<file path="config.mk">
export PLATFORM = sky130hd
export DESIGN_NAME = pas_pin_mux
export DESIGN_NICKNAME = d
export VERILOG_FILES = /design/src/logic/pas_pkg.sv /design/src/logic/pas_pin_cell.sv /design/src/logic/pas_pin_mux.sv
export SDC_FILE = /design/constraint.sdc
export NUM_CORES = 1
export LEC_CHECK = 0
export BUFFER_PORTS_ARGS = -buffer_cell sky130_fd_sc_hd__buf_2
export CAP_MARGIN = 20
export CORE_ASPECT_RATIO = 0.6
export CORE_MARGIN = 3
export CORE_UTILIZATION = 50
export CTS_BUF_LIST = sky130_fd_sc_hd__clkbuf_4
export CTS_CLUSTER_DIAMETER = 120
export CTS_CLUSTER_SIZE = 20
export DETAILED_ROUTE_END_ITERATION = 6
export PLACE_DENSITY = 0.71
export SYNTH_ARGS = -nofsm -noshare
export SYNTH_HDL_FRONTEND = slang
export SYNTH_SLANG_ARGS = --single-unit
</file>
<file path="constraint.sdc">
create_clock -name sys_clk -period 5.51 [get_ports sys_clk]
set_input_delay 0.8265 -clock sys_clk [delete_from_list [all_inputs] [get_ports sys_clk]]
set_output_delay 0.8265 -clock sys_clk [all_outputs]
set_load 0.01 [all_outputs]
</file>
<file path="src/logic/pas_pkg.sv">
`default_nettype none

package pas_pkg;

	// Register bus geometry
	localparam int ADDR_W = 8;
	localparam int DATA_W = 8;

	// Register offsets
	localparam logic [7:0] OFF_READBACK  = 8'h00;
	localparam logic [7:0] OFF_LATCH     = 8'h01;
	localparam logic [7:0] OFF_DIRECTION = 8'h02;
	localparam logic [7:0] OFF_RELOC     = 8'h03;
	localparam logic [7:0] OFF_PORT_FUNC = 8'h04;
	localparam logic [7:0] OFF_CH1_MODE  = 8'h05;
	localparam logic [7:0] OFF_CH1_IO    = 8'h06;
	localparam logic [7:0] OFF_CH1_CTRL  = 8'h07;
	localparam logic [7:0] OFF_FRT_CTRL  = 8'h08;
	localparam logic [7:0] OFF_SYNC_CTRL = 8'h09;

	// Field positions
	localparam int RELOC_CH1_A_BIT   = 0;
	localparam int PFC_CS3_EN_BIT    = 0;
	localparam int FRT_CKS_LO_BIT    = 0;
	localparam int FRT_CKS_HI_BIT    = 1;
	localparam int FRT_CAPB_IE_BIT   = 2;
	localparam int FRT_CAPC_IE_BIT   = 3;
	localparam int FRT_CMPB_OE_BIT   = 4;
	localparam int SYNC_H_LO_BIT     = 0;
	localparam int SYNC_H_HI_BIT     = 1;
	localparam int SYNC_V_LO_BIT     = 2;
	localparam int SYNC_V_HI_BIT     = 3;
	localparam int SYNC_CLAMP_OE_BIT = 4;
	localparam int SYNC_BLANK_OE_BIT = 5;

	// Pin numbers with alternate functions
	localparam int PIN7 = 7;
	localparam int PIN6 = 6;
	localparam int PIN5 = 5;
	localparam int PIN4 = 4;
	localparam int PIN3 = 3;

	// Reset values
	localparam logic [7:0] RST_BYTE     = 8'h00;
	localparam logic [3:0] RST_NIBBLE   = 4'h0;
	localparam logic [1:0] RST_CLR      = 2'h0;

	// Encodings of the channel 1, sync mode and timer clock fields
	localparam logic [3:0] MODE_NORMAL  = 4'h0;
	localparam logic [1:0] MODE_HI_01   = 2'h1;
	localparam logic [3:0] MODE_PWM1    = 4'h2;
	localparam logic [3:0] MODE_PWM2    = 4'h3;
	localparam logic [1:0] IO_LO_NONE   = 2'h0;
	localparam logic [1:0] IO_HI_OUT0   = 2'h0;
	localparam logic [1:0] IO_HI_OUT1   = 2'h1;
	localparam logic [1:0] IO_HI_CAPT   = 2'h2;
	localparam logic [1:0] CLR_PWM2_OFF = 2'h1;
	localparam logic [1:0] SYNC_MODE_FB = 2'h0;
	localparam logic [1:0] CKS_EXT      = 2'h3;

	// Channel 1 configuration as one carrier
	typedef struct packed {
		logic [3:0] timer_mode_field;
		logic [3:0] a_pin_io_code;
		logic [1:0] counter_clear_source;
	} pas_ch1_cfg_s;

	// Output function of the channel 1 A pin
	typedef enum logic [1:0] {
		FN_NONE,
		FN_COMPARE,
		FN_PWM1,
		FN_PWM2
	} pas_out_fn_e;

	// What pin 7 drives
	typedef enum logic [1:0] {
		P7_GENERAL,
		P7_CHIP_SELECT,
		P7_TIMER
	} pas_p7_sel_e;

endpackage

`default_nettype wire

</file>
<file path="src/logic/pas_pin_cell.sv">
`timescale 1ns/1ps
`default_nettype none

// One port pin driver: peripheral output wins, else general I/O
module pas_pin_cell (
	input  wire logic sys_clk,
	input  wire logic rst_b,
	input  wire logic clk_en,
	input  wire logic periph_sel,
	input  wire logic periph_level,
	input  wire logic direction,
	input  wire logic latch,
	output var  logic pin_out,
	output var  logic pin_oe
);

	logic next_pin_out;
	logic next_pin_oe;

	// Peripheral drive takes the pin whatever the direction bit says
	always_comb begin
		if (periph_sel) begin
			next_pin_out = periph_level;
			next_pin_oe  = 1'b1;
		end else begin
			next_pin_out = latch;
			next_pin_oe  = direction;
		end
	end

	// Registered so the pad sees no combinational glitches
	always_ff @(posedge sys_clk) begin
		if (!rst_b) begin
			pin_out <= 1'b0;
			pin_oe  <= 1'b0;
		end else if (clk_en) begin
			pin_out <= next_pin_out;
			pin_oe  <= next_pin_oe;
		end
	end

endmodule

`default_nettype wire

</file>
<file path="src/logic/pas_pin_mux.sv">
`timescale 1ns/1ps
`default_nettype none

// Functional notes
// - Eight-bit pin-level register, software cannot write it
// - Output bits read latch, input bits read pin
// - Resets to zero, then follows sampled pin levels
// - Pin 7 timer use needs relocation bit
// - Expanded mode with enable: pin 7 chip-select
// - Single-chip: timer output or direction-selected general
// - Decode compare, PWM1 and PWM2 output functions
// - Pin 7 feeds capture for mode and code
// - PWM mode 1 suppresses B compare output
// - Pin 6 direction selects input or output
// - Pin 6 feeds external clock when selected
// - Pin 6 feeds horizontal feedback on mode 00
// - Pin 5 direction selects input or output
// - Pin 5 feeds capture B, vertical feedback
// - Pin 4 clamp output or general I/O
// - Pin 4 feeds capture C when enabled
// - Pin 3 blank, compare-B, else general I/O
module pas_pin_mux
	import pas_pkg::*;
(
	input  wire logic        sys_clk,
	input  wire logic        rst_b,
	input  wire logic        clk_en,
	// Register port
	input  wire logic [7:0]  reg_addr,
	input  wire logic [7:0]  reg_wdata,
	input  wire logic        reg_wr,
	input  wire logic        reg_rd,
	output var  logic [7:0]  reg_rdata,
	// Operating mode strap level
	input  wire logic        expanded_bus_mode,
	// Pads
	input  wire logic [7:0]  pin_in,
	output var  logic [7:0]  pin_out,
	output var  logic [7:0]  pin_oe,
	// Peripheral output levels
	input  wire logic        chip_select3_out,
	input  wire logic        ch1_a_compare_level,
	input  wire logic        clamp_pulse_out,
	input  wire logic        composite_blank_out,
	input  wire logic        free_timer_compare_b_out,
	// Peripheral inputs fed from pins
	output var  logic        ch1_a_capture_in,
	output var  logic        free_timer_ext_clock_in,
	output var  logic        horizontal_feedback_in,
	output var  logic        vertical_feedback_in,
	output var  logic        free_timer_capture_b_in,
	output var  logic        free_timer_capture_c_in,
	// Channel 1 status toward the timer
	output var  logic [1:0]  ch1_a_output_function,
	output var  logic        ch1_b_output_suppress
);

	// Software-visible state
	logic [7:0]   port_output_latch;
	logic [7:0]   port_direction;
	logic [7:0]   timer_pin_relocation_ctrl;
	logic [7:0]   port_function_control;
	pas_ch1_cfg_s ch1_cfg;
	logic [7:0]   frt_ctrl;
	logic [7:0]   sync_ctrl;
	logic [7:0]   port_pin_level_readback;

	// Decoded controls
	logic         ch1_a_pin_relocate;
	logic         chip_select3_enable;
	logic         free_timer_clock_sel_hi;
	logic         free_timer_clock_sel_lo;
	logic         capture_b_irq_enable;
	logic         capture_c_irq_enable;
	logic         compare_b_output_enable;
	logic         sync_input_mode_hi;
	logic         sync_input_mode_lo;
	logic         vsync_input_mode_hi;
	logic         vsync_input_mode_lo;
	logic         clamp_output_enable;
	logic         blank_output_enable;

	pas_out_fn_e  next_out_fn;
	pas_p7_sel_e  p7_sel;
	logic         next_capture_a;
	logic [7:0]   periph_sel;
	logic [7:0]   periph_level;
	logic [7:0]   next_readback;
	logic [7:0]   next_rdata;

	// Routing conditions for peripheral inputs fed from pins
	logic         route_ext_clock;
	logic         route_h_feedback;
	logic         route_v_feedback;
	logic         route_capture_b;
	logic         route_capture_c;

	assign ch1_a_pin_relocate      = timer_pin_relocation_ctrl[RELOC_CH1_A_BIT];
	assign chip_select3_enable     = port_function_control[PFC_CS3_EN_BIT];
	assign free_timer_clock_sel_hi = frt_ctrl[FRT_CKS_HI_BIT];
	assign free_timer_clock_sel_lo = frt_ctrl[FRT_CKS_LO_BIT];
	assign capture_b_irq_enable    = frt_ctrl[FRT_CAPB_IE_BIT];
	assign capture_c_irq_enable    = frt_ctrl[FRT_CAPC_IE_BIT];
	assign compare_b_output_enable = frt_ctrl[FRT_CMPB_OE_BIT];
	assign sync_input_mode_hi      = sync_ctrl[SYNC_H_HI_BIT];
	assign sync_input_mode_lo      = sync_ctrl[SYNC_H_LO_BIT];
	assign vsync_input_mode_hi     = sync_ctrl[SYNC_V_HI_BIT];
	assign vsync_input_mode_lo     = sync_ctrl[SYNC_V_LO_BIT];
	assign clamp_output_enable     = sync_ctrl[SYNC_CLAMP_OE_BIT];
	assign blank_output_enable     = sync_ctrl[SYNC_BLANK_OE_BIT];

	// Input routing hangs on control bits only, never on the pad owner,
	// so a peripheral can watch a pin that another function drives;
	// the pin level itself is gated in once per enabled cycle below
	assign route_ext_clock  = free_timer_clock_sel_hi &&
	                          free_timer_clock_sel_lo;
	assign route_h_feedback = {sync_input_mode_hi, sync_input_mode_lo} ==
	                          SYNC_MODE_FB;
	assign route_v_feedback = {vsync_input_mode_hi, vsync_input_mode_lo} ==
	                          SYNC_MODE_FB;
	assign route_capture_b  = capture_b_irq_enable;
	assign route_capture_c  = capture_c_irq_enable;

	// Register writes; the readback offset has no write path at all
	// Direction bits cannot be read back, so software keeps its own copy
	always_ff @(posedge sys_clk) begin
		if (!rst_b) begin
			port_output_latch         <= RST_BYTE;
			port_direction            <= RST_BYTE;
			timer_pin_relocation_ctrl <= RST_BYTE;
			port_function_control     <= RST_BYTE;
			ch1_cfg.timer_mode_field  <= RST_NIBBLE;
			ch1_cfg.a_pin_io_code     <= RST_NIBBLE;
			ch1_cfg.counter_clear_source <= RST_CLR;
			frt_ctrl                  <= RST_BYTE;
			sync_ctrl                 <= RST_BYTE;
		end else if (clk_en && reg_wr) begin
			unique case (reg_addr)
				OFF_LATCH: begin
					port_output_latch <= reg_wdata;
				end
				OFF_DIRECTION: begin
					port_direction <= reg_wdata;
				end
				OFF_RELOC: begin
					timer_pin_relocation_ctrl <= reg_wdata;
				end
				OFF_PORT_FUNC: begin
					port_function_control <= reg_wdata;
				end
				OFF_CH1_MODE: begin
					ch1_cfg.timer_mode_field <= reg_wdata[3:0];
				end
				OFF_CH1_IO: begin
					ch1_cfg.a_pin_io_code <= reg_wdata[3:0];
				end
				OFF_CH1_CTRL: begin
					ch1_cfg.counter_clear_source <= reg_wdata[1:0];
				end
				OFF_FRT_CTRL: begin
					frt_ctrl <= reg_wdata;
				end
				OFF_SYNC_CTRL: begin
					sync_ctrl <= reg_wdata;
				end
				default: begin
					// Readback and unmapped offsets ignore writes
				end
			endcase
		end
	end

	// Channel 1 A-pin output function decode
	always_comb begin
		logic [3:0] md;
		logic [3:0] io;
		logic       normal;
		md     = ch1_cfg.timer_mode_field;
		io     = ch1_cfg.a_pin_io_code;
		normal = (md == MODE_NORMAL) || (md[3:2] == MODE_HI_01);
		next_out_fn = FN_NONE;
		if (normal && io[1:0] != IO_LO_NONE &&
		    (io[3:2] == IO_HI_OUT0 || io[3:2] == IO_HI_OUT1)) begin
			next_out_fn = FN_COMPARE;
		end else if (md == MODE_PWM1 && io[1:0] != IO_LO_NONE) begin
			next_out_fn = FN_PWM1;
		end else if (md == MODE_PWM2 && io[1:0] != IO_LO_NONE &&
		             ch1_cfg.counter_clear_source != CLR_PWM2_OFF) begin
			next_out_fn = FN_PWM2;
		end
		// Capture only through the relocated pin; PWM modes leave the
		// pin an output, so they never qualify
		next_capture_a = ch1_a_pin_relocate && normal &&
		                 io[3:2] == IO_HI_CAPT;
	end

	// Pin 7 owner; chip select overrides timer in expanded mode
	// With relocation off the timer has no pad, so chip select or direction decides
	always_comb begin
		if (expanded_bus_mode && chip_select3_enable) begin
			p7_sel = P7_CHIP_SELECT;
		end else if (ch1_a_pin_relocate && next_out_fn != FN_NONE) begin
			p7_sel = P7_TIMER;
		end else begin
			p7_sel = P7_GENERAL;
		end
	end

	// Per-pin peripheral drive selection and level
	always_comb begin
		periph_sel   = 8'h00;
		periph_level = 8'h00;
		unique case (p7_sel)
			P7_CHIP_SELECT: begin
				periph_sel[PIN7]   = 1'b1;
				periph_level[PIN7] = chip_select3_out;
			end
			P7_TIMER: begin
				periph_sel[PIN7]   = 1'b1;
				periph_level[PIN7] = ch1_a_compare_level;
			end
			P7_GENERAL: begin
				periph_sel[PIN7]   = 1'b0;
			end
		endcase
		// Pins 6 and 5 only ever drive as general outputs
		periph_sel[PIN6] = 1'b0;
		periph_sel[PIN5] = 1'b0;
		periph_sel[PIN4]   = clamp_output_enable;
		periph_level[PIN4] = clamp_pulse_out;
		if (blank_output_enable) begin
			periph_sel[PIN3]   = 1'b1;
			periph_level[PIN3] = composite_blank_out;
		end else if (compare_b_output_enable) begin
			periph_sel[PIN3]   = 1'b1;
			periph_level[PIN3] = free_timer_compare_b_out;
		end
	end

	// Pad drivers, one cell per pin; pins 2..0 stay general I/O
	genvar gi;
	generate
		for (gi = 0; gi < 8; gi++) begin : g_pin
			pas_pin_cell u_cell (
				.sys_clk      (sys_clk),
				.rst_b        (rst_b),
				.clk_en       (clk_en),
				.periph_sel   (periph_sel[gi]),
				.periph_level (periph_level[gi]),
				.direction    (port_direction[gi]),
				.latch        (port_output_latch[gi]),
				.pin_out      (pin_out[gi]),
				.pin_oe       (pin_oe[gi])
			);
		end
	endgenerate

	// Routed inputs watch the pad level even while a peripheral drives it
	always_ff @(posedge sys_clk) begin
		if (!rst_b) begin
			ch1_a_capture_in        <= 1'b0;
			free_timer_ext_clock_in <= 1'b0;
			horizontal_feedback_in  <= 1'b0;
			vertical_feedback_in    <= 1'b0;
			free_timer_capture_b_in <= 1'b0;
			free_timer_capture_c_in <= 1'b0;
		end else if (clk_en) begin
			ch1_a_capture_in <= next_capture_a && pin_in[PIN7];
			free_timer_ext_clock_in <= route_ext_clock && pin_in[PIN6];
			horizontal_feedback_in <= route_h_feedback && pin_in[PIN6];
			vertical_feedback_in <= route_v_feedback && pin_in[PIN5];
			free_timer_capture_b_in <= route_capture_b && pin_in[PIN5];
			free_timer_capture_c_in <= route_capture_c && pin_in[PIN4];
		end
	end

	// Channel status back to the timer
	always_ff @(posedge sys_clk) begin
		if (!rst_b) begin
			ch1_a_output_function <= FN_NONE;
		end else if (clk_en) begin
			ch1_a_output_function <= next_out_fn;
		end
	end

	// The B compare pin must stay quiet in PWM mode 1, whether or not
	// the A pin is relocated, since the channel owns both pins
	always_ff @(posedge sys_clk) begin
		if (!rst_b) begin
			ch1_b_output_suppress <= 1'b0;
		end else if (clk_en) begin
			ch1_b_output_suppress <= (next_out_fn == FN_PWM1);
		end
	end

	// Pin-level image: output bits show the latch, input bits the pad
	always_comb begin
		for (int i = 0; i < 8; i++) begin
			next_readback[i] = port_direction[i] ? port_output_latch[i]
			                                     : pin_in[i];
		end
	end

	// Tracks the pads every enabled cycle; the reset zero lasts until the first enabled edge after reset
	// Registering the image keeps pad glitches out of the read path
	always_ff @(posedge sys_clk) begin
		if (!rst_b) begin
			port_pin_level_readback <= RST_BYTE;
		end else if (clk_en) begin
			port_pin_level_readback <= next_readback;
		end
	end

	// Read mux; direction is write-only and reads zero
	always_comb begin
		unique case (reg_addr)
			OFF_READBACK:  next_rdata = port_pin_level_readback;
			OFF_LATCH:     next_rdata = port_output_latch;
			OFF_RELOC:     next_rdata = timer_pin_relocation_ctrl;
			OFF_PORT_FUNC: next_rdata = port_function_control;
			OFF_CH1_MODE:  next_rdata = {4'h0, ch1_cfg.timer_mode_field};
			OFF_CH1_IO:    next_rdata = {4'h0, ch1_cfg.a_pin_io_code};
			OFF_CH1_CTRL:  next_rdata = {6'h00, ch1_cfg.counter_clear_source};
			OFF_FRT_CTRL:  next_rdata = frt_ctrl;
			OFF_SYNC_CTRL: next_rdata = sync_ctrl;
			default:       next_rdata = 8'h00;
		endcase
	end

	// Read data stands only in the cycle after the strobe
	always_ff @(posedge sys_clk) begin
		if (!rst_b) begin
			reg_rdata <= 8'h00;
		end else if (clk_en) begin
			reg_rdata <= reg_rd ? next_rdata : 8'h00;
		end
	end

endmodule

`default_nettype wire

</file>
==> results.txt, run 1 <==
Status = completed
Die Area = 10600 sq um
EDFF count, synth = 0
RSZ-0062 raised after global routing = false
Crit path max-delay family = simple AND/OR/NAND/NOR gates
Slew @ Worst Pin = 833 ps
Routability congestion estimate = 0.862
Total Routing Usage GR = 0.219
Main area contributors after synthesis = dfxtp_1 42%, mux2i_1 18%, nor2b_1 11%
Area Growth Syn to Fin = 7.76%
Clk pin slew, worst setup/hold paths = 140 ps
CP startpoint kind = primary input
Worst path max stage delay = 670 ps
Worst R2R Path Depth = 5
Vias in the first global route = 3373
WL final = 11000 microns
# DRC = 0
Hold Violations, Final = 0
Seq cells post-synth = 99
Most common cell after layout, fill and taps aside = dfxtp_1
Register area = 1980 sq um
Rel. slew slack = 0.440
Worst r2r src = ch1_cfg[9]
Async SR Flop Fraction = 0
TritonCTS clock tree = yes
Initial Utilization = 0.532
Fin nets = 532
Mapped Cells = 465
Hold_buf cts = 0
Min Tclk post-route = 2430 ps
Worst path bufs/invs = 1
Worst Setup SP = reg_addr[5]
# Max-Cap Violations = 0
Post-route clock period utilization = 0.441
Multi-input logic area = 2440 sq um
1st-pass router iterations = 4
CP Capture Type = flop
Crit path required time = 5870 ps
FMAX = 411 MHz
Max-slew violations = 0
Worst reg2reg path endpoint = g_pin[7].u_cell.pin_out
Die X = 131 microns
Post-Syn Area = 4670 sq um
Maximum vdd ir drop = 129 uV
Crit path depth = 6
Crit Path Class = primary input to flop
Yosys warnings = 0
First-pass GRT wire length = 17900 microns
Critical path arrival = 2790 ps
Max FO, Critical Path = 9
Die Y-Extent = 80.9 microns
Initial detailed-routing violation count = 202
CTS root buf = clkbuf_4
Area share of the largest cell type after synthesis = 0.424
Via-per-instance ratio = 5.61
Postcts setup bufs = 0
Bufs on Longest Clock Path = 2
Clock Sinks = 99
Ratio of cells with drive above 1 in the final layout = 0.207
Setup_tns = 0 ps
Row count = 26
Avg Cell Area, Syn = 10.1 sq um
CTS Buf Count = 9
Most frequent cells in the layout = 99 x dfxtp_1, 86 x mux2i_1, 81 x nor2b_1
Mapped Nets = 500
Resized cells post-CTS = 0
Final Setup Violations = 0
Yosys cell types = 49
Cell Area, Placed = 4920 sq um
Cell taking the most area after synthesis = dfxtp_1
WL per Instance = 17.9 microns
Worst skew pair latency = 460 ps
Initial antenna violation count = 0
Reg2reg setup slack = 3690 ps
Cell Chain, Critical Path = buf_2 > or4_1 > nor4_4 > nand3_4 > mux2i_1 > nor2b_1
Dominant synthesized flop cell = dfxtp_1
H-tree Lvls = 3
Cell Pwr Density = 227 nW/um^2
Post-route insts no fill = 614
Num ports = 68
Vias = 3445
ANT cells = 0
CORE AREA = 8780 sq um
Port Buffers = 67
Max Clock Skew = 10.9 ps
Worst setup path end = timer_pin_relocation_ctrl[2]
Worst min path class = flop to flop
GRT Residual Overflow = 0
Dpl hpwl = 7750 microns
Slowest library cell on the worst path = or4_1
Final instance area = 5040 sq um
Routed Antenna Nets = 0
# placed instances = 597
Largest net degree at the start of global routing = 64
Fillers = 810
Sequential share of the synthesized area = 0.424
Static Leakage = 2.19 nW
kinds of logic after synthesis:
family                 Yosys count  share of synthesized area
buffers and inverters           51                     0.0549
AND/OR/NAND/NOR                152                      0.198
multiplexers                    96                      0.218
AO/OA/AOI/OAI                   67                      0.105
flip-flops                      99                      0.424
cell type report:
cell class / instances / area share
Multi-Input combinational cell: 315 / 0.485
Sequential cell: 99 / 0.393
Timing Repair Buffer: 70 / 0.0710
Tap cell: 112 / 0.0278
Clock buffer: 10 / 0.0149
Clock inverter: 6 / 0.00646
Inverter: 2 / 0.00149
state kept, by name, summed over array words and instances (netlist names), 2 cells and up:
name,count
port_direction,8
reg_rdata,8
ch1_a_output_function,2
g_pin.u_cell.pin_out,8
g_pin.u_cell.pin_oe,8
port_function_control,8
port_output_latch,8
ch1_cfg,10
sync_ctrl,8
port_pin_level_readback,8
frt_ctrl,8
timer_pin_relocation_ctrl,8
synthesized netlist by cell type, drive strengths merged, types with 2 or more instances:
cell     number
a22o          8
nand2b        5
dfxtp        99
o211a         9
nand2        24
nor2b        81
and3          3
or2           2
o21bai        2
mux4          4
a2bb2oi       2
buf          24
a221oi        6
o21a          2
a21boi        4
or3b          2
nor3          4
inv           2
o21ai        14
mux2i        86
clkbuf       25
nand4         5
nand3         5
o2111ai       2
a21oi        10
o22ai         2
mux2          6
nor4bb        2
nor2         10
a32oi         2
nor4          2
through the flow:
stage | util | power (W) | hold WS [ps] | worst slack (ps)
2_1_floorplan | - | 0.000801 | 430 | 3060
3_3_place_gp | 0.560 | 0.000831 | 439 | 2490
3_5_place_dp | 0.560 | 0.000833 | 449 | 2400
4_1_cts | 0.573 | 0.00115 | 467 | 2900
5_1_grt | 0.574 | 0.00120 | 482 | 2990
6_report | 0.574 | 0.00114 | 461 | 3080
worst min path at each step:
stage | end | slack (ps) | start | cells after the start
after floorplan | reg_rdata[4] | 430 | timer_pin_relocation_ctrl[4] | 2
after global placement | reg_rdata[0] | 440 | reg_rdata[0] | 2
after detailed placement | reg_rdata[0] | 450 | reg_rdata[0] | 2
after CTS | reg_rdata[0] | 470 | reg_rdata[0] | 2
after global routing | reg_rdata[0] | 480 | reg_rdata[0] | 2
final | reg_rdata[0] | 460 | reg_rdata[0] | 2
worst min-delay path, cell delays in order (launching register included):
cell and delay (ps):
dfxtp_1 330, nand2_1 50, o21ai_1 50
routing by layer:
layer	global-route usage	vias to the layer above	wire, microns	share of wire
met5	0	-	0	0
met4	0.0400	0	62	0.0056
met3	0.0545	8	581	0.053
met2	0.329	98	4730	0.43
met1	0.323	1648	5630	0.51
li1	-	1691	-	-
power by group:
part           leakage [nW]  internal, W  switching [W]
combinational          1.33    0.0000371      0.0000531
sequential            0.800     0.000723     0.00000393
clock                0.0573    0.0000934       0.000233
(Power assumes the default switching activity.)
==> run 2, diff against run 1 <==
ABC_AREA = 1   (was unset)
PLACE_DENSITY = 0.72   (was 0.71)
clock period = 2.25 ns   (was 5.51 ns; I/O delays follow)
==> results.txt, run 2 <==
Sequential share of the synthesized area = 0.445 (+0.0210)
Reg with most FFs = ch1_cfg
CP Capture Type = flop
Final Setup Violations = 0 (unchanged)
Post-route clock period utilization = 0.666
Clk pin slew, worst setup/hold paths = 150 ps (about the same)
EDFF count, synth = 0 (unchanged)
Area share of and/or/nand/nor cells after synthesis = 0.212 (+0.0146)
Adder-cell share of the synthesized area = 0 (unchanged)
Initial Utilization = 0.539 (+0.00720)
Routability congestion estimate = 0.952 (+11%)
Rel. slew slack = 0.677 (+0.237)
Area Growth Syn to Fin = 11.2%
Crit path max-delay family = buffers and inverters
Crit path depth = 12 (+6)
Initial antenna violation count = 0 (unchanged)
Fin nets = 692 (+30%)
Post-Syn Area = 4450 sq um (-4.7%)
Static Leakage = 2.19 nW (+0.41%)
Die X = 128 microns (-2.3%)
Worst path max stage delay = 230 ps (-440 ps)
H-tree Lvls = 3 (unchanged)
Setup WS post-layout = 752 ps (-2330 ps)
Mapped Nets = 642 (+28%)
GRT Residual Overflow = 0 (unchanged)
Crit Path Class = primary input to flop
Total power = 0.00310 W (+170%)
Avg Cell Area, Syn = 7.34 sq um (-27%)
Main combinational cell family by area after synthesis = compound AO/OA/AOI/OAI gates
CTS Buf Count = 9 (unchanged)
Vias in the first global route = 3791 (+12%)
Setup_tns = 0 ps (unchanged)
Largest net degree at the start of global routing = 47 (-27%)
Post-route insts no fill = 770 (+25%)
Seq cells post-synth = 99 (unchanged)
Most frequent cells in the layout = 99 x dfxtp_1, 91 x a21oi_1, 82 x o21ai_0
CP startpoint kind = primary input
Crit path required time = 2650 ps (-3220 ps)
Via-per-instance ratio = 5.64 (+0.50%)
Worst path bufs/invs = 4 (+3)
Critical path arrival = 1900 ps (-890 ps)
Max FO, Critical Path = 13 (+4)
Die Area = 10100 sq um (-4.4%)
Area share of the largest cell type after synthesis = 0.445 (+0.0210)
First-pass GRT wire length = 20700 microns (+16%)
Vias = 4342 (+26%)
Max reg flops = 10 (unchanged)
Max Clock Skew = 14.6 ps (+3.74 ps)
Die Y-Extent = 79.1 microns (-2.2%)
Dominant synthesized flop cell = dfxtp_1
Synth Area in XOR/XNOR = 0 (unchanged)
Worst min path class = primary input to flop
Slowest library cell on the worst path = inv_2
Mux contribution to synthesized area = 0.00253 (-0.215)
WL per Instance = 17.5 microns (-2.6%)
Cell Pwr Density = 627 nW/um^2 (+180%)
Hold Violations, Final = 0 (unchanged)
Fillers = 771 (-4.8%)
Yosys cell types = 29 (-41%)
Cell Chain, Critical Path = buf_2 > nor2_1 > nand2_2 > inv_2 > buf_4 > buf_4 > nand3_1 > nand2_1 > nor2_1 > nand3_1 > nand2_1 > a21oi_1
# Max-Cap Violations = 0 (unchanged)
Bufs on Longest Clock Path = 2 (unchanged)
Row count = 25 (-3.8%)
Port Buffers = 67 (unchanged)
Worst skew pair latency = 460 ps (about the same)
Postcts setup bufs = 0 (unchanged)
Resized cells post-CTS = 0 (unchanged)
# DRC = 0 (unchanged)
Num ports = 68 (unchanged)
Min Tclk post-route = 1500 ps
Dpl hpwl = 10000 microns (+29%)
CTS root buf = clkbuf_4
Compound-gate portion of the synthesized area = 0.223 (+0.118)
Total Routing Usage GR = 0.267 (+0.0481)
CORE AREA = 8260 sq um (-6.0%)
Post-synth top cells = 99 x dfxtp_1, 91 x a21oi_1, 82 x o21ai_0
Maximum vdd ir drop = 344 uV (+170%)
WL final = 13400 microns (+22%)
Hold depth = 3 (+1)
Worst R2R Path Depth = 10 (+5)
RSZ-0062 raised after global routing = false
ANT cells = 0 (unchanged)
Yosys warnings = 0 (unchanged)
Max-slew violations = 0 (unchanged)
Pre-CTS setup slack = 302 ps (-2100 ps)
Clock Sinks = 99 (unchanged)
Routed Antenna Nets = 0 (unchanged)
Count leader, synth = dfxtp_1
Slew @ Worst Pin = 485 ps (-348 ps)
Main area contributors after synthesis = dfxtp_1 44%, a21oi_1 10%, o21ai_0 9.2%
Ratio of cells with drive above 1 in the final layout = 0.180 (-0.0274)
TritonCTS clock tree = yes
Cell taking the most area after synthesis = dfxtp_1
Status = completed
Cell Area, Placed = 4790 sq um (-2.6%)
Most common cell after layout, fill and taps aside = dfxtp_1
Initial detailed-routing violation count = 572 (+180%)
Hold_buf cts = 0 (unchanged)
# placed instances = 754 (+26%)
Final instance area = 4950 sq um (-1.7%)
1st-pass router iterations = 5 (+1)
FMAX = 668 MHz
Mapped Cells = 607 (+31%)
Async SR Flop Fraction = 0 (unchanged)
## run 2: cell types whose count changed in the layout (fill, tap and decap cells not counted), sizes merged, moves of 7 or more
cell,before,now
mux2i,86,0
inv,2,69
nor2b,81,0
nand2,24,80
nor2,10,60
o211ai,1,8
a21oi,10,92
o21ai,14,83
buf,70,83
a22o,8,0
nand3,5,60
o211a,9,0
## run 2: cell type report
cell class	count	area, sq um	share of cell area
repair buffers	83	468	0.0945
flip-flops and latches	99	1980	0.400
clock inverters	7	91.3	0.0184
well taps	108	135	0.0273
multi-input cells	395	1950	0.394
inverters	69	259	0.0523
clock buffers	9	67.6	0.0136
## run 2: worst paths after layout
path	endpoint	slack (ps)	startpoint
setup / recovery	reg_rdata[3]	750	reg_addr[7]
hold / removal	port_pin_level_readback[2]	120	pin_in[2]
setup reg to reg	g_pin[7].u_cell.pin_out	930	ch1_cfg[9]
hold reg to reg	sync_ctrl[7]	470	sync_ctrl[7]
## run 2: cell families after synthesis
kind of cell | after synthesis
and+or+nand+nor | 205
DFF | 99
buffers and inverters | 113
AOI/OAI and AO/OA | 189
muxes | 1
## run 2: metrics by stage
| stage | hold WS, ps | utilization |
|---|---|---|
| 6_report | 119 | 0.600 |
| 5_1_grt | 89.9 | 0.600 |
| 4_1_cts | 105 | 0.600 |
| 3_5_place_dp | 444 | 0.581 |
| 3_3_place_gp | 441 | 0.581 |
| 2_1_floorplan | 425 | - |
## run 2: power breakdown
group | total [W] | switching (W) | internal (W)
sequential | 0.00180 | 0.0000142 | 0.00178
combinational | 0.000257 | 0.000173 | 0.0000841
clock | 0.00105 | 0.000600 | 0.000449
total | 0.00310 | 0.000787 | 0.00232
## run 2: worst min-delay path, stage by stage
cell     delay (ps)
buf_2           100
nand2_1          50
a21oi_1          50
## run 2: routing by layer
layer,part of all wire,GRT usage,up-vias
met5,0,0,-
met4,0.011,0.0561,0
met3,0.11,0.0753,14
met2,0.40,0.359,217
met1,0.49,0.418,2004
li1,-,-,2107
==> run 3, diff against run 2 <==
ABC_AREA = 0   (was 1)
PLACE_DENSITY = 0.74   (was 0.72)
clock period = 1.3 ns   (was 2.25 ns; I/O delays follow)
==> results.txt, run 3 (synthesized netlist as in run 1, its figures left out) <==
Status = finished with violations
Failing checks = setup timing
Num ports = 68 (unchanged)
Maximum vdd ir drop = 495 uV (+44%)
Most common cell after layout, fill and taps aside = dfxtp_1
TritonCTS clock tree = yes
Final instance area = 5850 sq um (+18%)
Total Routing Usage GR = 0.248 (-0.0192)
Rel. slew slack = 0.751 (+0.0742)
Hold_sp = pin_in[5]
Max-slew violations = 0 (unchanged)
# DRC = 0 (unchanged)
Reg2reg setup slack = -220 ps (-1150 ps)
# Max-Cap Violations = 0 (unchanged)
CTS Buf Count = 9 (unchanged)
Die Area = 10600 sq um (+4.6%)
Worst Setup SP = ch1_cfg[9]
Clk pin slew, worst setup/hold paths = 150 ps (about the same)
RSZ-0062 raised after global routing = true
Cell Pwr Density = 900 nW/um^2 (+44%)
Slowest library cell on the worst path = or4b_4
Cell Chain, Critical Path = o21bai_4 > or4b_4 > a31oi_4 > nand4_1 > o211ai_1
Register area = 2000 sq um (+0.69%)
Area Growth Syn to Fin = 25.2%
Final Setup Violations = 8 (+8)
GRT Residual Overflow = 0 (unchanged)
Cell Area, Placed = 5570 sq um (+16%)
Fillers = 730 (-5.3%)
Row count = 26 (+4.0%)
Worst reg2reg path endpoint = g_pin[7].u_cell.pin_out
WL per Instance = 18.4 microns (+5.3%)
Max Clock Skew = 23.2 ps (+8.54 ps)
Largest net degree at the start of global routing = 41 (-13%)
First-pass GRT wire length = 20100 microns (-3.2%)
Crit path required time = 1690 ps (-960 ps)
ANT cells = 0 (unchanged)
FMAX = 659 MHz
Hold Violations, Final = 0 (unchanged)
CORE AREA = 8780 sq um (+6.4%)
Die Y-Extent = 80.9 microns (+2.3%)
Routed Antenna Nets = 0 (unchanged)
Clock Sinks = 99 (unchanged)
Initial Utilization = 0.532 (-0.00720)
Hold EP = free_timer_capture_b_in
Critical path arrival = 1910 ps (about the same)
Worst min path class = primary input to flop
Via-per-instance ratio = 5.57 (-1.2%)
Switching Share = 0.254 (about the same)
Initial detailed-routing violation count = 234 (-59%)
Slew @ Worst Pin = 372 ps (-113 ps)
Hold_buf cts = 0 (unchanged)
Switch Pwr = 0.00134 W (+70%)
Internal power = 0.00393 W (+70%)
Crit Path Class = flop to flop
Pre-CTS setup slack = -522 ps (-823 ps)
CP Capture Type = flop
Post-route insts no fill = 683 (-11%)
H-tree Lvls = 3 (unchanged)
Max FO, Critical Path = 4 (-9)
Max reg flops = 10 (unchanged)
Min Tclk post-route = 1520 ps
# placed instances = 665 (-12%)
Bufs on Longest Clock Path = 2 (unchanged)
WL final = 12600 microns (-6.6%)
Routability congestion estimate = 0.926 (-2.8%)
Clock power share = 0.316 (-0.022)
1st-pass router iterations = 4 (-1)
Dpl hpwl = 9230 microns (-7.7%)
Fin nets = 601 (-13%)
Die X = 131 microns (+2.3%)
Worst path max stage delay = 540 ps (+310 ps)
Hold depth = 3 (unchanged)
CTS root buf = clkbuf_4
Utilization after layout = 0.666 (+0.0665)
Gate power share = 0.099 (+0.016)
Post-route clock period utilization = 1.17
CP startpoint kind = flop
Vias = 3804 (-12%)
Worst R2R Path Depth = 5 (-5)
Vias in the first global route = 3832 (+1.1%)
Sequential share of power = 0.585 (+0.006)
Worst r2r src = ch1_cfg[9]
Setup WS post-layout = -217 ps (-969 ps)
Ratio of cells with drive above 1 in the final layout = 0.363 (+0.183)
Worst skew pair latency = 460 ps (about the same)
Multi-input logic area = 2590 sq um (+33%)
Initial antenna violation count = 0 (unchanged)
Reg with most FFs = ch1_cfg
Total power = 0.00527 W (+70%)
Most frequent cells in the layout = 90 x dfxtp_1, 85 x mux2i_1, 80 x nor2b_1
Port Buffers = 67 (unchanged)
Static Leakage = 2.63 nW (+20%)
run 3: cell types whose count changed in the layout (fill, tap and decap cells not counted), moves of 42 or more:
cell / previous run / this run
o21ai_0: 82 / 11
inv_1: 65 / 2
a21oi_1: 91 / 9
mux2i_1: 0 / 85
nor2b_1: 0 / 80
buf_4: 15 / 63
nor2_1: 49 / 7
nand2_1: 75 / 23
nand3_1: 59 / 3
run 3: worst max-delay path: cells and delay by family (launching register included):
kind	cells	cell delay, ps
compound gates	3	470
simple gates	2	650
flops	1	350
run 3: cell type report:
type | count | area share
multi-input cells | 315 | 0.443
flip-flops and latches | 99 | 0.341
clock inverters | 6 | 0.0111
inverters | 2 | 0.00128
clock buffers | 10 | 0.0128
well taps | 112 | 0.0239
repair buffers | 139 | 0.167
run 3: metrics by stage:
step / hold WS (ps) / TNS (ps)
after global placement: 438 / -24240
final: 50.5 / -930
after CTS: 19.7 / -959
after detailed placement: 448 / -26250
after floorplan: 361 / -16870
after global routing: 21.9 / -1420
run 3: worst max path at each step:
stage,to,slack (ps),cells after the start
after floorplan,timer_pin_relocation_ctrl[0],-440,6
after global routing,g_pin[7].u_cell.pin_out,-290,5
after CTS,g_pin[7].u_cell.pin_oe,-240,5
after detailed placement,frt_ctrl[1],-520,6
after global placement,frt_ctrl[1],-480,6
final,g_pin[7].u_cell.pin_out,-220,5
run 3: what timing repair did:
item,in CTS,in global routing
pin swaps,11,10
setup endpoints to repair,9,29
setup buffers,1,1
resized for setup,16,16
run 3: power by group through the flow:
| stage | registers (W) | clock network [W] | logic [W] |
|---|---|---|---|
| detailed placement | 0.00315 | 0 | 0.000499 |
| global placement | 0.00315 | 0 | 0.000495 |
| global route | 0.00309 | 0.00186 | 0.000557 |
| finish | 0.00308 | 0.00166 | 0.000519 |
| floorplan | 0.00314 | 0 | 0.000264 |
| CTS | 0.00308 | 0.00170 | 0.000504 |
run 3: per-layer routing:
layer	GRT usage	vias to the layer above	part of all wire	wire length [microns]
met3	0.0703	15	0.057	713
li1	-	1831	-	-
met2	0.377	101	0.44	5480
met1	0.349	1857	0.49	6130
met4	0.0626	0	0.020	249
met5	0	-	0	0
